$ cat src/design/synth_loss_pkg.sv
package synth_loss_pkg;
    // geometry
    localparam int PEER_COUNT = 8;
    localparam int PEER_IDX_W = 3;
    localparam int ENDPOINT_ID_W = 13;
    localparam int TEST_ID_W = 32;
    localparam int PRIO_W = 3;
    localparam int CNT_W = 32;
    // reset values
    localparam logic [CNT_W-1:0] CNT_RST = 32'h0000_0000;
    localparam logic [3:0] STICKY_RST = 4'h0;
    // error sticky bit positions
    localparam int ERR_UNKNOWN_PEER = 0;
    localparam int ERR_PRIO = 1;
    localparam int ERR_OWN_ID = 2;
    localparam int ERR_TEST_ID = 3;
    localparam int ERR_W = 4;
    // receive sticky bit positions
    localparam int RXS_SLM = 0;
    localparam int RXS_SLR = 1;
    localparam int RXS_1SL = 2;
    localparam int RXS_LMM = 3;
    localparam int RXS_LMR = 4;
    localparam int RXS_W = 5;

    // pdu kinds presented to the engine
    typedef enum logic [2:0] {
        PDU_OTHER,
        PDU_SLM,
        PDU_SLR,
        PDU_1SL,
        PDU_LMM,
        PDU_LMR
    } pdu_kind_t;
endpackage : synth_loss_pkg

$ cat src/design/peer_match_if.sv
`timescale 1ns/10ps
// carries a lookup key to the peer matcher and its answer back
interface peer_match_if;
    logic [synth_loss_pkg::ENDPOINT_ID_W-1:0] key;
    logic hit;
    logic [synth_loss_pkg::PEER_IDX_W-1:0] row;
    modport requester (output key, input hit, input row);
    modport matcher (input key, output hit, output row);
endinterface : peer_match_if

$ cat src/design/peer_matcher.sv
`timescale 1ns/10ps
// combinational search of the peer list, lowest matching row wins
module peer_matcher #(
    parameter int PEERS = synth_loss_pkg::PEER_COUNT
) (
    // peer list
    input wire logic [PEERS-1:0] peer_entry_valid,
    input wire logic [PEERS*synth_loss_pkg::ENDPOINT_ID_W-1:0] peer_endpoint_id,
    // lookup
    peer_match_if.matcher lookup
);
    logic [PEERS-1:0] row_hit;

    // per-row compare on endpoint identifier only
    genvar g;
    generate
        for (g = 0; g < PEERS; g++) begin : g_row
            assign row_hit[g] = peer_entry_valid[g] &&
                (peer_endpoint_id[g*synth_loss_pkg::ENDPOINT_ID_W +:
                    synth_loss_pkg::ENDPOINT_ID_W] == lookup.key);
        end
    endgenerate

    // priority encode the hit rows
    always_comb begin
        lookup.hit = |row_hit;
        lookup.row = '0;
        for (int i = PEERS - 1; i >= 0; i--) begin
            if (row_hit[i]) begin
                lookup.row = synth_loss_pkg::PEER_IDX_W'(i);
            end
        end
    end
endmodule : peer_matcher

$ cat src/design/synth_loss_engine.sv
`timescale 1ns/10ps
module synth_loss_engine #(
    parameter int PEERS = synth_loss_pkg::PEER_COUNT,
    parameter int CNT_W = synth_loss_pkg::CNT_W
) (
    // clock and reset
    input wire logic clk,
    input wire logic rst,
    // configuration
    input wire logic synthetic_loss_enable,
    input wire logic [PEERS-1:0] peer_entry_valid,
    input wire logic [PEERS*synth_loss_pkg::ENDPOINT_ID_W-1:0] peer_endpoint_id,
    input wire logic [synth_loss_pkg::TEST_ID_W-1:0] session_test_id,
    input wire logic [synth_loss_pkg::ENDPOINT_ID_W-1:0] own_endpoint_id,
    input wire logic [synth_loss_pkg::PRIO_W-1:0] session_priority,
    input wire logic validation_error_extract,
    input wire logic loss_request_hw_enable,
    input wire logic loss_reply_hw_enable,
    // hierarchy status of server layer and port engines
    input wire logic server_synthetic_enable,
    input wire logic port_synthetic_enable,
    // pdu lookup, one per cycle while pdu_valid is high
    input wire logic pdu_valid,
    input wire logic pdu_is_tx,
    input wire synth_loss_pkg::pdu_kind_t pdu_kind,
    input wire logic [synth_loss_pkg::PRIO_W-1:0] class_of_service_id,
    input wire logic pdu_green,
    input wire logic [synth_loss_pkg::ENDPOINT_ID_W-1:0] source_endpoint_id,
    input wire logic [synth_loss_pkg::ENDPOINT_ID_W-1:0] responder_endpoint_id,
    input wire logic [synth_loss_pkg::TEST_ID_W-1:0] pdu_test_id,
    // sticky clear, one bit per sticky
    input wire logic [synth_loss_pkg::ERR_W-1:0] err_sticky_clear,
    input wire logic [synth_loss_pkg::RXS_W-1:0] rx_sticky_clear,
    // lookup answer
    output logic result_valid,
    output logic result_ok,
    output logic [synth_loss_pkg::PEER_IDX_W-1:0] peer_row_index,
    output logic result_hw_process,
    output logic error_queue_copy,
    output logic server_count_data,
    output logic port_count_data,
    // status
    output logic [synth_loss_pkg::ERR_W-1:0] err_sticky,
    output logic [synth_loss_pkg::RXS_W-1:0] rx_sticky,
    output logic [CNT_W-1:0] synth_tx_frame_count,
    output logic [PEERS*CNT_W-1:0] peer_tx_loss_count,
    output logic [PEERS*CNT_W-1:0] peer_rx_loss_count
);
    // lookup key selection and matcher
    peer_match_if lookup();
    logic is_slm;
    logic is_slr;
    logic is_1sl;
    logic is_synth;
    logic prio_ok;
    logic own_ok;
    logic test_ok;
    logic [synth_loss_pkg::ERR_W-1:0] fail;
    logic ok;
    logic [synth_loss_pkg::ERR_W-1:0] err_sticky_ff;
    logic [synth_loss_pkg::RXS_W-1:0] rx_sticky_ff;
    logic [synth_loss_pkg::RXS_W-1:0] rx_set;
    logic [CNT_W-1:0] tx_frm_ff;
    logic [CNT_W-1:0] tx_loss_ff [PEERS];
    logic [CNT_W-1:0] rx_loss_ff [PEERS];
    logic count_tx_peer;
    logic count_rx_peer;
    logic count_tx_frame;
    // decode, validation and per-row strobes
    logic rx_slr;
    logic peer_check_on;
    logic any_fail;
    logic rx_kind_ok;
    logic hw_enable_sel;
    logic [PEERS-1:0] tx_row_inc;
    logic [PEERS-1:0] rx_row_inc;

    // true for the three synthetic loss pdu kinds
    function automatic logic kind_is_synthetic(input synth_loss_pkg::pdu_kind_t kind);
        return kind == synth_loss_pkg::PDU_SLM || kind == synth_loss_pkg::PDU_SLR ||
            kind == synth_loss_pkg::PDU_1SL;
    endfunction : kind_is_synthetic

    // one-hot strobe for a peer row, shared by both per-peer counter banks
    function automatic logic [PEERS-1:0] row_onehot(
        input logic [synth_loss_pkg::PEER_IDX_W-1:0] row,
        input logic en
    );
        logic [PEERS-1:0] sel;
        sel = '0;
        for (int i = 0; i < PEERS; i++) begin
            sel[i] = en && (row == synth_loss_pkg::PEER_IDX_W'(i));
        end
        return sel;
    endfunction : row_onehot

    // pdu kind decode
    assign is_slm = pdu_kind == synth_loss_pkg::PDU_SLM;
    assign is_slr = pdu_kind == synth_loss_pkg::PDU_SLR;
    assign is_1sl = pdu_kind == synth_loss_pkg::PDU_1SL;
    assign is_synth = kind_is_synthetic(pdu_kind);
    assign rx_slr = is_slr && !pdu_is_tx;

    // the remote id is the responder id on a received slr, else the source id
    assign lookup.key = (is_slr && !pdu_is_tx) ? responder_endpoint_id
                                               : source_endpoint_id;

    // lowest valid row whose id matches wins
    peer_matcher #(
        .PEERS(PEERS)
    ) u_match (
        .peer_entry_valid(peer_entry_valid),
        .peer_endpoint_id(peer_endpoint_id),
        .lookup(lookup)
    );

    // validation checks, one failure bit per cause
    // one session priority per engine, more priorities need more engines
    assign prio_ok = class_of_service_id == session_priority;
    // the initiator's own id comes back as the source of a reply
    assign own_ok = source_endpoint_id == own_endpoint_id;
    // test id compared on replies only, the responder never looks at it
    assign test_ok = pdu_test_id == session_test_id;
    // a transmitted slm or 1sl goes out multicast and names no peer
    assign peer_check_on = !pdu_is_tx || is_slr;
    always_comb begin
        fail = '0;
        if (pdu_valid && synthetic_loss_enable && is_synth) begin
            // remote id against the peer list on all but multicast transmits
            if (peer_check_on) begin
                fail[synth_loss_pkg::ERR_UNKNOWN_PEER] = !lookup.hit;
            end
            // priority is checked on every synthetic pdu, both directions
            fail[synth_loss_pkg::ERR_PRIO] = !prio_ok;
            // own id and test id only on a reply returning to the initiator
            if (rx_slr) begin
                fail[synth_loss_pkg::ERR_OWN_ID] = !own_ok;
                fail[synth_loss_pkg::ERR_TEST_ID] = !test_ok;
            end
        end
    end

    // valid when synthetic on a synthetic engine and nothing failed
    assign any_fail = |fail;
    assign ok = pdu_valid && synthetic_loss_enable && is_synth && !any_fail;

    // counting decisions; color gate as for frame loss, no reply aging
    // per-peer transmit: a green slr leaving the responder
    assign count_tx_peer = ok && pdu_green && pdu_is_tx && is_slr;

    // per-peer receive: a green slr or 1sl arriving
    assign count_rx_peer = ok && pdu_green && !pdu_is_tx && (is_slr || is_1sl);

    // engine-wide transmit count, color not looked at
    assign count_tx_frame = ok && pdu_is_tx && (is_slm || is_1sl);

    // per-peer increment strobes, only the matched row moves
    assign tx_row_inc = row_onehot(lookup.row, count_tx_peer);
    assign rx_row_inc = row_onehot(lookup.row, count_rx_peer);

    // a synthetic pdu on a frame-loss engine still marks its kind
    assign rx_kind_ok = ok || !synthetic_loss_enable;

    // receive stickies: set for the pdu kind even on a mismatched engine
    always_comb begin
        rx_set = '0;
        if (pdu_valid && !pdu_is_tx) begin
            rx_set[synth_loss_pkg::RXS_SLM] = is_slm && rx_kind_ok;
            rx_set[synth_loss_pkg::RXS_SLR] = is_slr && rx_kind_ok;
            rx_set[synth_loss_pkg::RXS_1SL] = is_1sl && rx_kind_ok;
            rx_set[synth_loss_pkg::RXS_LMM] = pdu_kind == synth_loss_pkg::PDU_LMM;
            rx_set[synth_loss_pkg::RXS_LMR] = pdu_kind == synth_loss_pkg::PDU_LMR;
        end
    end

    // error stickies, a set in the clear cycle wins
    always_ff @(posedge clk or posedge rst) begin
        if (rst) begin
            err_sticky_ff <= synth_loss_pkg::STICKY_RST;
        end else begin
            err_sticky_ff <= (err_sticky_ff & ~err_sticky_clear) | fail;
        end
    end

    // receive stickies, a set in the clear cycle wins
    always_ff @(posedge clk or posedge rst) begin
        if (rst) begin
            rx_sticky_ff <= '0;
        end else begin
            rx_sticky_ff <= (rx_sticky_ff & ~rx_sticky_clear) | rx_set;
        end
    end

    // single initiator transmit counter, mode decided by pdu type alone
    always_ff @(posedge clk or posedge rst) begin
        if (rst) begin
            tx_frm_ff <= synth_loss_pkg::CNT_RST;
        end else if (count_tx_frame) begin
            tx_frm_ff <= tx_frm_ff + CNT_W'(1);
        end
    end

    // per-peer loss counters indexed by the matched row, not priority
    genvar p;
    generate
        for (p = 0; p < PEERS; p++) begin : g_peer
            // transmit loss counter of this row
            always_ff @(posedge clk or posedge rst) begin
                if (rst) begin
                    tx_loss_ff[p] <= synth_loss_pkg::CNT_RST;
                end else if (tx_row_inc[p]) begin
                    tx_loss_ff[p] <= tx_loss_ff[p] + CNT_W'(1);
                end
            end

            // receive loss counter of this row
            always_ff @(posedge clk or posedge rst) begin
                if (rst) begin
                    rx_loss_ff[p] <= synth_loss_pkg::CNT_RST;
                end else if (rx_row_inc[p]) begin
                    rx_loss_ff[p] <= rx_loss_ff[p] + CNT_W'(1);
                end
            end

            // flatten the row onto the output buses
            assign peer_tx_loss_count[p*CNT_W +: CNT_W] = tx_loss_ff[p];
            assign peer_rx_loss_count[p*CNT_W +: CNT_W] = rx_loss_ff[p];
        end
    endgenerate

    // slm uses the request enable, slr and 1sl the reply enable
    assign hw_enable_sel = is_slm ? loss_request_hw_enable : loss_reply_hw_enable;

    // registered lookup answer
    always_ff @(posedge clk or posedge rst) begin
        if (rst) begin
            result_valid <= 1'b0;
            result_ok <= 1'b0;
            peer_row_index <= '0;
        end else begin
            result_valid <= pdu_valid;
            result_ok <= ok;
            peer_row_index <= lookup.row;
        end
    end

    // hardware processing flag, gated per pdu kind
    always_ff @(posedge clk or posedge rst) begin
        if (rst) begin
            result_hw_process <= 1'b0;
        end else begin
            result_hw_process <= ok && hw_enable_sel;
        end
    end

    // copy of a failed pdu to the error queue when asked for
    always_ff @(posedge clk or posedge rst) begin
        if (rst) begin
            error_queue_copy <= 1'b0;
        end else begin
            error_queue_copy <= validation_error_extract && any_fail;
        end
    end

    // hierarchy data counting: skipped for synthetic upper engines
    always_ff @(posedge clk or posedge rst) begin
        if (rst) begin
            server_count_data <= 1'b0;
            port_count_data <= 1'b0;
        end else begin
            server_count_data <= pdu_valid && pdu_green && !server_synthetic_enable;
            port_count_data <= pdu_valid && pdu_green && !port_synthetic_enable;
        end
    end

    // status outputs straight from their registers
    assign err_sticky = err_sticky_ff;
    assign rx_sticky = rx_sticky_ff;
    assign synth_tx_frame_count = tx_frm_ff;
endmodule : synth_loss_engine

$ cat config.mk
export PLATFORM = sky130hd
export DESIGN_NAME = synth_loss_engine
export DESIGN_NICKNAME = d
export VERILOG_FILES = /design/src/design/synth_loss_pkg.sv /design/src/design/peer_match_if.sv /design/src/design/peer_matcher.sv /design/src/design/synth_loss_engine.sv
export SDC_FILE = /design/constraint.sdc
export NUM_CORES = 1
export LEC_CHECK = 0
export ABC_AREA = 1
export BUFFER_PORTS_ARGS = -buffer_cell sky130_fd_sc_hd__buf_2
export CORE_AREA = 2 2 316 318
export CTS_CLUSTER_SIZE = 10
export DETAILED_ROUTE_END_ITERATION = 6
export DIE_AREA = 0 0 318 320
export PLACE_DENSITY_LB_ADDON = 0.08
export SYNTH_ARGS = -nofsm -noshare
export SYNTH_HDL_FRONTEND = slang
export SYNTH_HIERARCHICAL = 1
export SYNTH_SLANG_ARGS = --single-unit
export TNS_END_PERCENT = 30
$ cat constraint.sdc
create_clock -name clk -period 40.5 [get_ports clk]
set_input_delay 2.025 -clock clk [delete_from_list [all_inputs] [get_ports clk]]
set_output_delay 2.025 -clock clk [all_outputs]
set_load 0.05 [all_outputs]
==> metrics.cfg <==
[routing]
wl_per_cell_um=17.6
ant_nets=0
firstDrtPassIters=6
drt_iter0_markers=2882
via_per_inst=5.15
drt_wl_total_mm=132
drc_errors=0
route.vias.total=38600

[sta]
tns_ns=0
maxSlewHeadroom_pct=21.9
finalSetupViolations=0
fin_skew_ns=0.0237
min_period_ns=10.44
hold_viol_final=0
fmax_ghz=0.0958
slew_viol_final=0
fin_crit_sh_pct=25.8
worst_pin_slew_ns=1.17
rsz0062_at_grt=no

[clock_network]
cts_buffers=73
cts_resized=0
clock_latency_ns=0.64
htreeDepth=3
clk_pin_slew_ns=0.06
cts_setup_buffers=0
cts-root-buf=clkbuf_16
cts_tree=yes
cts_sinks=562
clock_path_buffers=3
ctsHoldBuffers=0

[synthesis]
ys.warnings.count=6
synth_edf_count=0
synth_fp_nets=5770
synth_most_common_cell=nand2_1
ys_seq_elements=562
avgSynthCellArea_um2=6.63
netlist.area_leader.share_pct=38.5
async_reset_ff_share_pct=100
synthTopCellsByArea=dfrtp_1 (38%), nand2_1 (17%), nand4_1 (9.6%)
synth_top_flop_cell=dfrtp_1
synthCells=5509
yosys.area.top_type=dfrtp_1
synth_common_cells=nand2_1 (1610), inv_1 (850), nand3_1 (654)
yosysSeqAreaShare_pct=38.5
synthesis.area_um2=36500
synth_cell_type_count=49

[cells_and_area]
fillCellCount=10200
area_delta_synth_final_pct=19.2
nNetsFinal=6419
drive_gt1_share_pct=16.2
fin_cells=7496

[die]
ioPinCount=806
die_w_um=318
design.core.area_um2=98000
die_y_um=320
dieArea_um2=102000
start_util_pct=37.3
num_rows=115

[placed_design]
place_congestion=0.975
port_buffers=805
dp.cells=7370
dp_hpwl_mm=98.0

[worst_setup_path]
required_ns=41.01
critPathMaxStageDelay_ns=1.22
critPathKind=input pin to flip-flop
cp_max_fo=210
crit_path_frequent_cell=nand2_1
worstPathArrival_ns=10.95
cp_num_buf_inv=7
critPathLaunchType=input pin
crit_path_top_delay_cell=a21oi_1
endpoint_kind=flip-flop
cp_top_family=buffers and inverters

[pwr]
p_leak_nw=21.3
power_density_nw_per_um2=29.4
p_total_mw=1.28
vdd_ir_drop_max_v=0.0000261

[worst_hold_path]
hp-class=flip-flop to flip-flop

[grt]
grt_pass1_vias=34500
grt.overflow.total=0
grt_usage_pct=25.2
grt_pass1_wl_mm=204
antenna_found_initial=1
grt_max_degree=211

[run]
drv_cap=0

[run_status]
status=complete, no violations

## layout make-up
type | instances | area [um2] | share of cell area [%]
multi-input combinational | 3810 | 18000 | 41.4
sequential | 562 | 14100 | 32.3
timing repair buffer | 833 | 4300 | 9.87
inverter | 878 | 3300 | 7.58
clock buffer | 115 | 2160 | 4.95
tap | 1287 | 1610 | 3.70
clock inverter | 10 | 93.8 | 0.215
antenna | 1 | 2.50 | 0.00574
## through the flow
stage	hold slack, ns	cell area [um2]	util, %	worst slack (ns)
after floorplan	0.758	36500	-	22.76
after global placement	0.480	41300	42.2	29.84
after detailed placement	0.480	41300	42.2	29.49
after CTS	0.494	43600	44.5	30.18
after global routing	0.516	43600	44.5	29.25
final	0.491	43600	44.5	30.06
## final timing paths
| path | startpoint | to | slack, ns | cells after the start |
|---|---|---|---|---|
| max | pdu_kind[2] | peer_tx_loss_count[97] | 30.06 | 26 |
| min | peer_rx_loss_count[149] | peer_rx_loss_count[149] | 0.49 | 2 |
| max in group asynchronous | rst | peer_tx_loss_count[55] | 36.78 | 4 |
| min reg2reg | peer_rx_loss_count[149] | peer_rx_loss_count[149] | 0.49 | 2 |
| max reg2reg | peer_tx_loss_count[32] | peer_tx_loss_count[60] | 38.00 | 12 |
| min in group asynchronous | rst | synth_tx_frame_count[21] | 1.46 | 2 |
## state kept, by name, summed over array words and instances, names as in the netlist, 3 cells and up
register,cells
err_sticky,4
peer_row_index,3
peer_rx_loss_count,256
peer_tx_loss_count,256
rx_sticky,5
synth_tx_frame_count,32
## layer usage
metal | part of all wire (%) | GRT usage, % | vias up
li1 | - | - | 19300
met1 | 44 | 33.9 | 18100
met2 | 44 | 38.9 | 1043
met3 | 7.7 | 7.03 | 194
met4 | 3.5 | 8.40 | 0
met5 | 0 | 0 | -
## placed cells by master (no fill, tap or decap), drive strengths merged, types with 4 or more instances in the layout
| cell type | count |
|---|---|
| nor4 | 54 |
| nand4 | 562 |
| ha | 17 |
| clkinv | 10 |
| xor2 | 19 |
| o221ai | 4 |
| a22o | 8 |
| inv | 877 |
| o22ai | 18 |
| nand3 | 660 |
| o21ai | 65 |
| nor3b | 5 |
| nor2 | 459 |
| clkbuf | 115 |
| xnor2 | 61 |
| or2 | 5 |
| nand2 | 1615 |
| dfrtp | 562 |
| a21oi | 16 |
| buf | 833 |
| nor3 | 222 |
## worst reg2reg max path, delay by kind of cell, from the launching register on
family | cells | cell delay, ns
AND/OR/NAND/NOR | 11 | 1.77
flip-flops | 1 | 0.41
adder cells (fa/ha/maj) | 1 | 0.20
## kinds of logic (layout without fill, tap and decap cells)
group           Yosys count  in the layout  share of synthesized area, %
flops                   562            562                          38.5
buf+inv                1137           1836                          12.2
xor+xnor                 80             80                          1.92
mux                       3              3                        0.0924
compound gates          120            120                          1.96
fa+ha+maj                17             17                         0.582
simple gates           3590           3590                          44.7
other cells               0              1                             0
## where the power goes
group          total [mW]  switching (mW)  internal [mW]
clock network       0.627           0.258          0.369
registers           0.566         0.00245          0.564
logic              0.0860          0.0624         0.0235
Note: power is estimated with default switching activity, not from simulation.
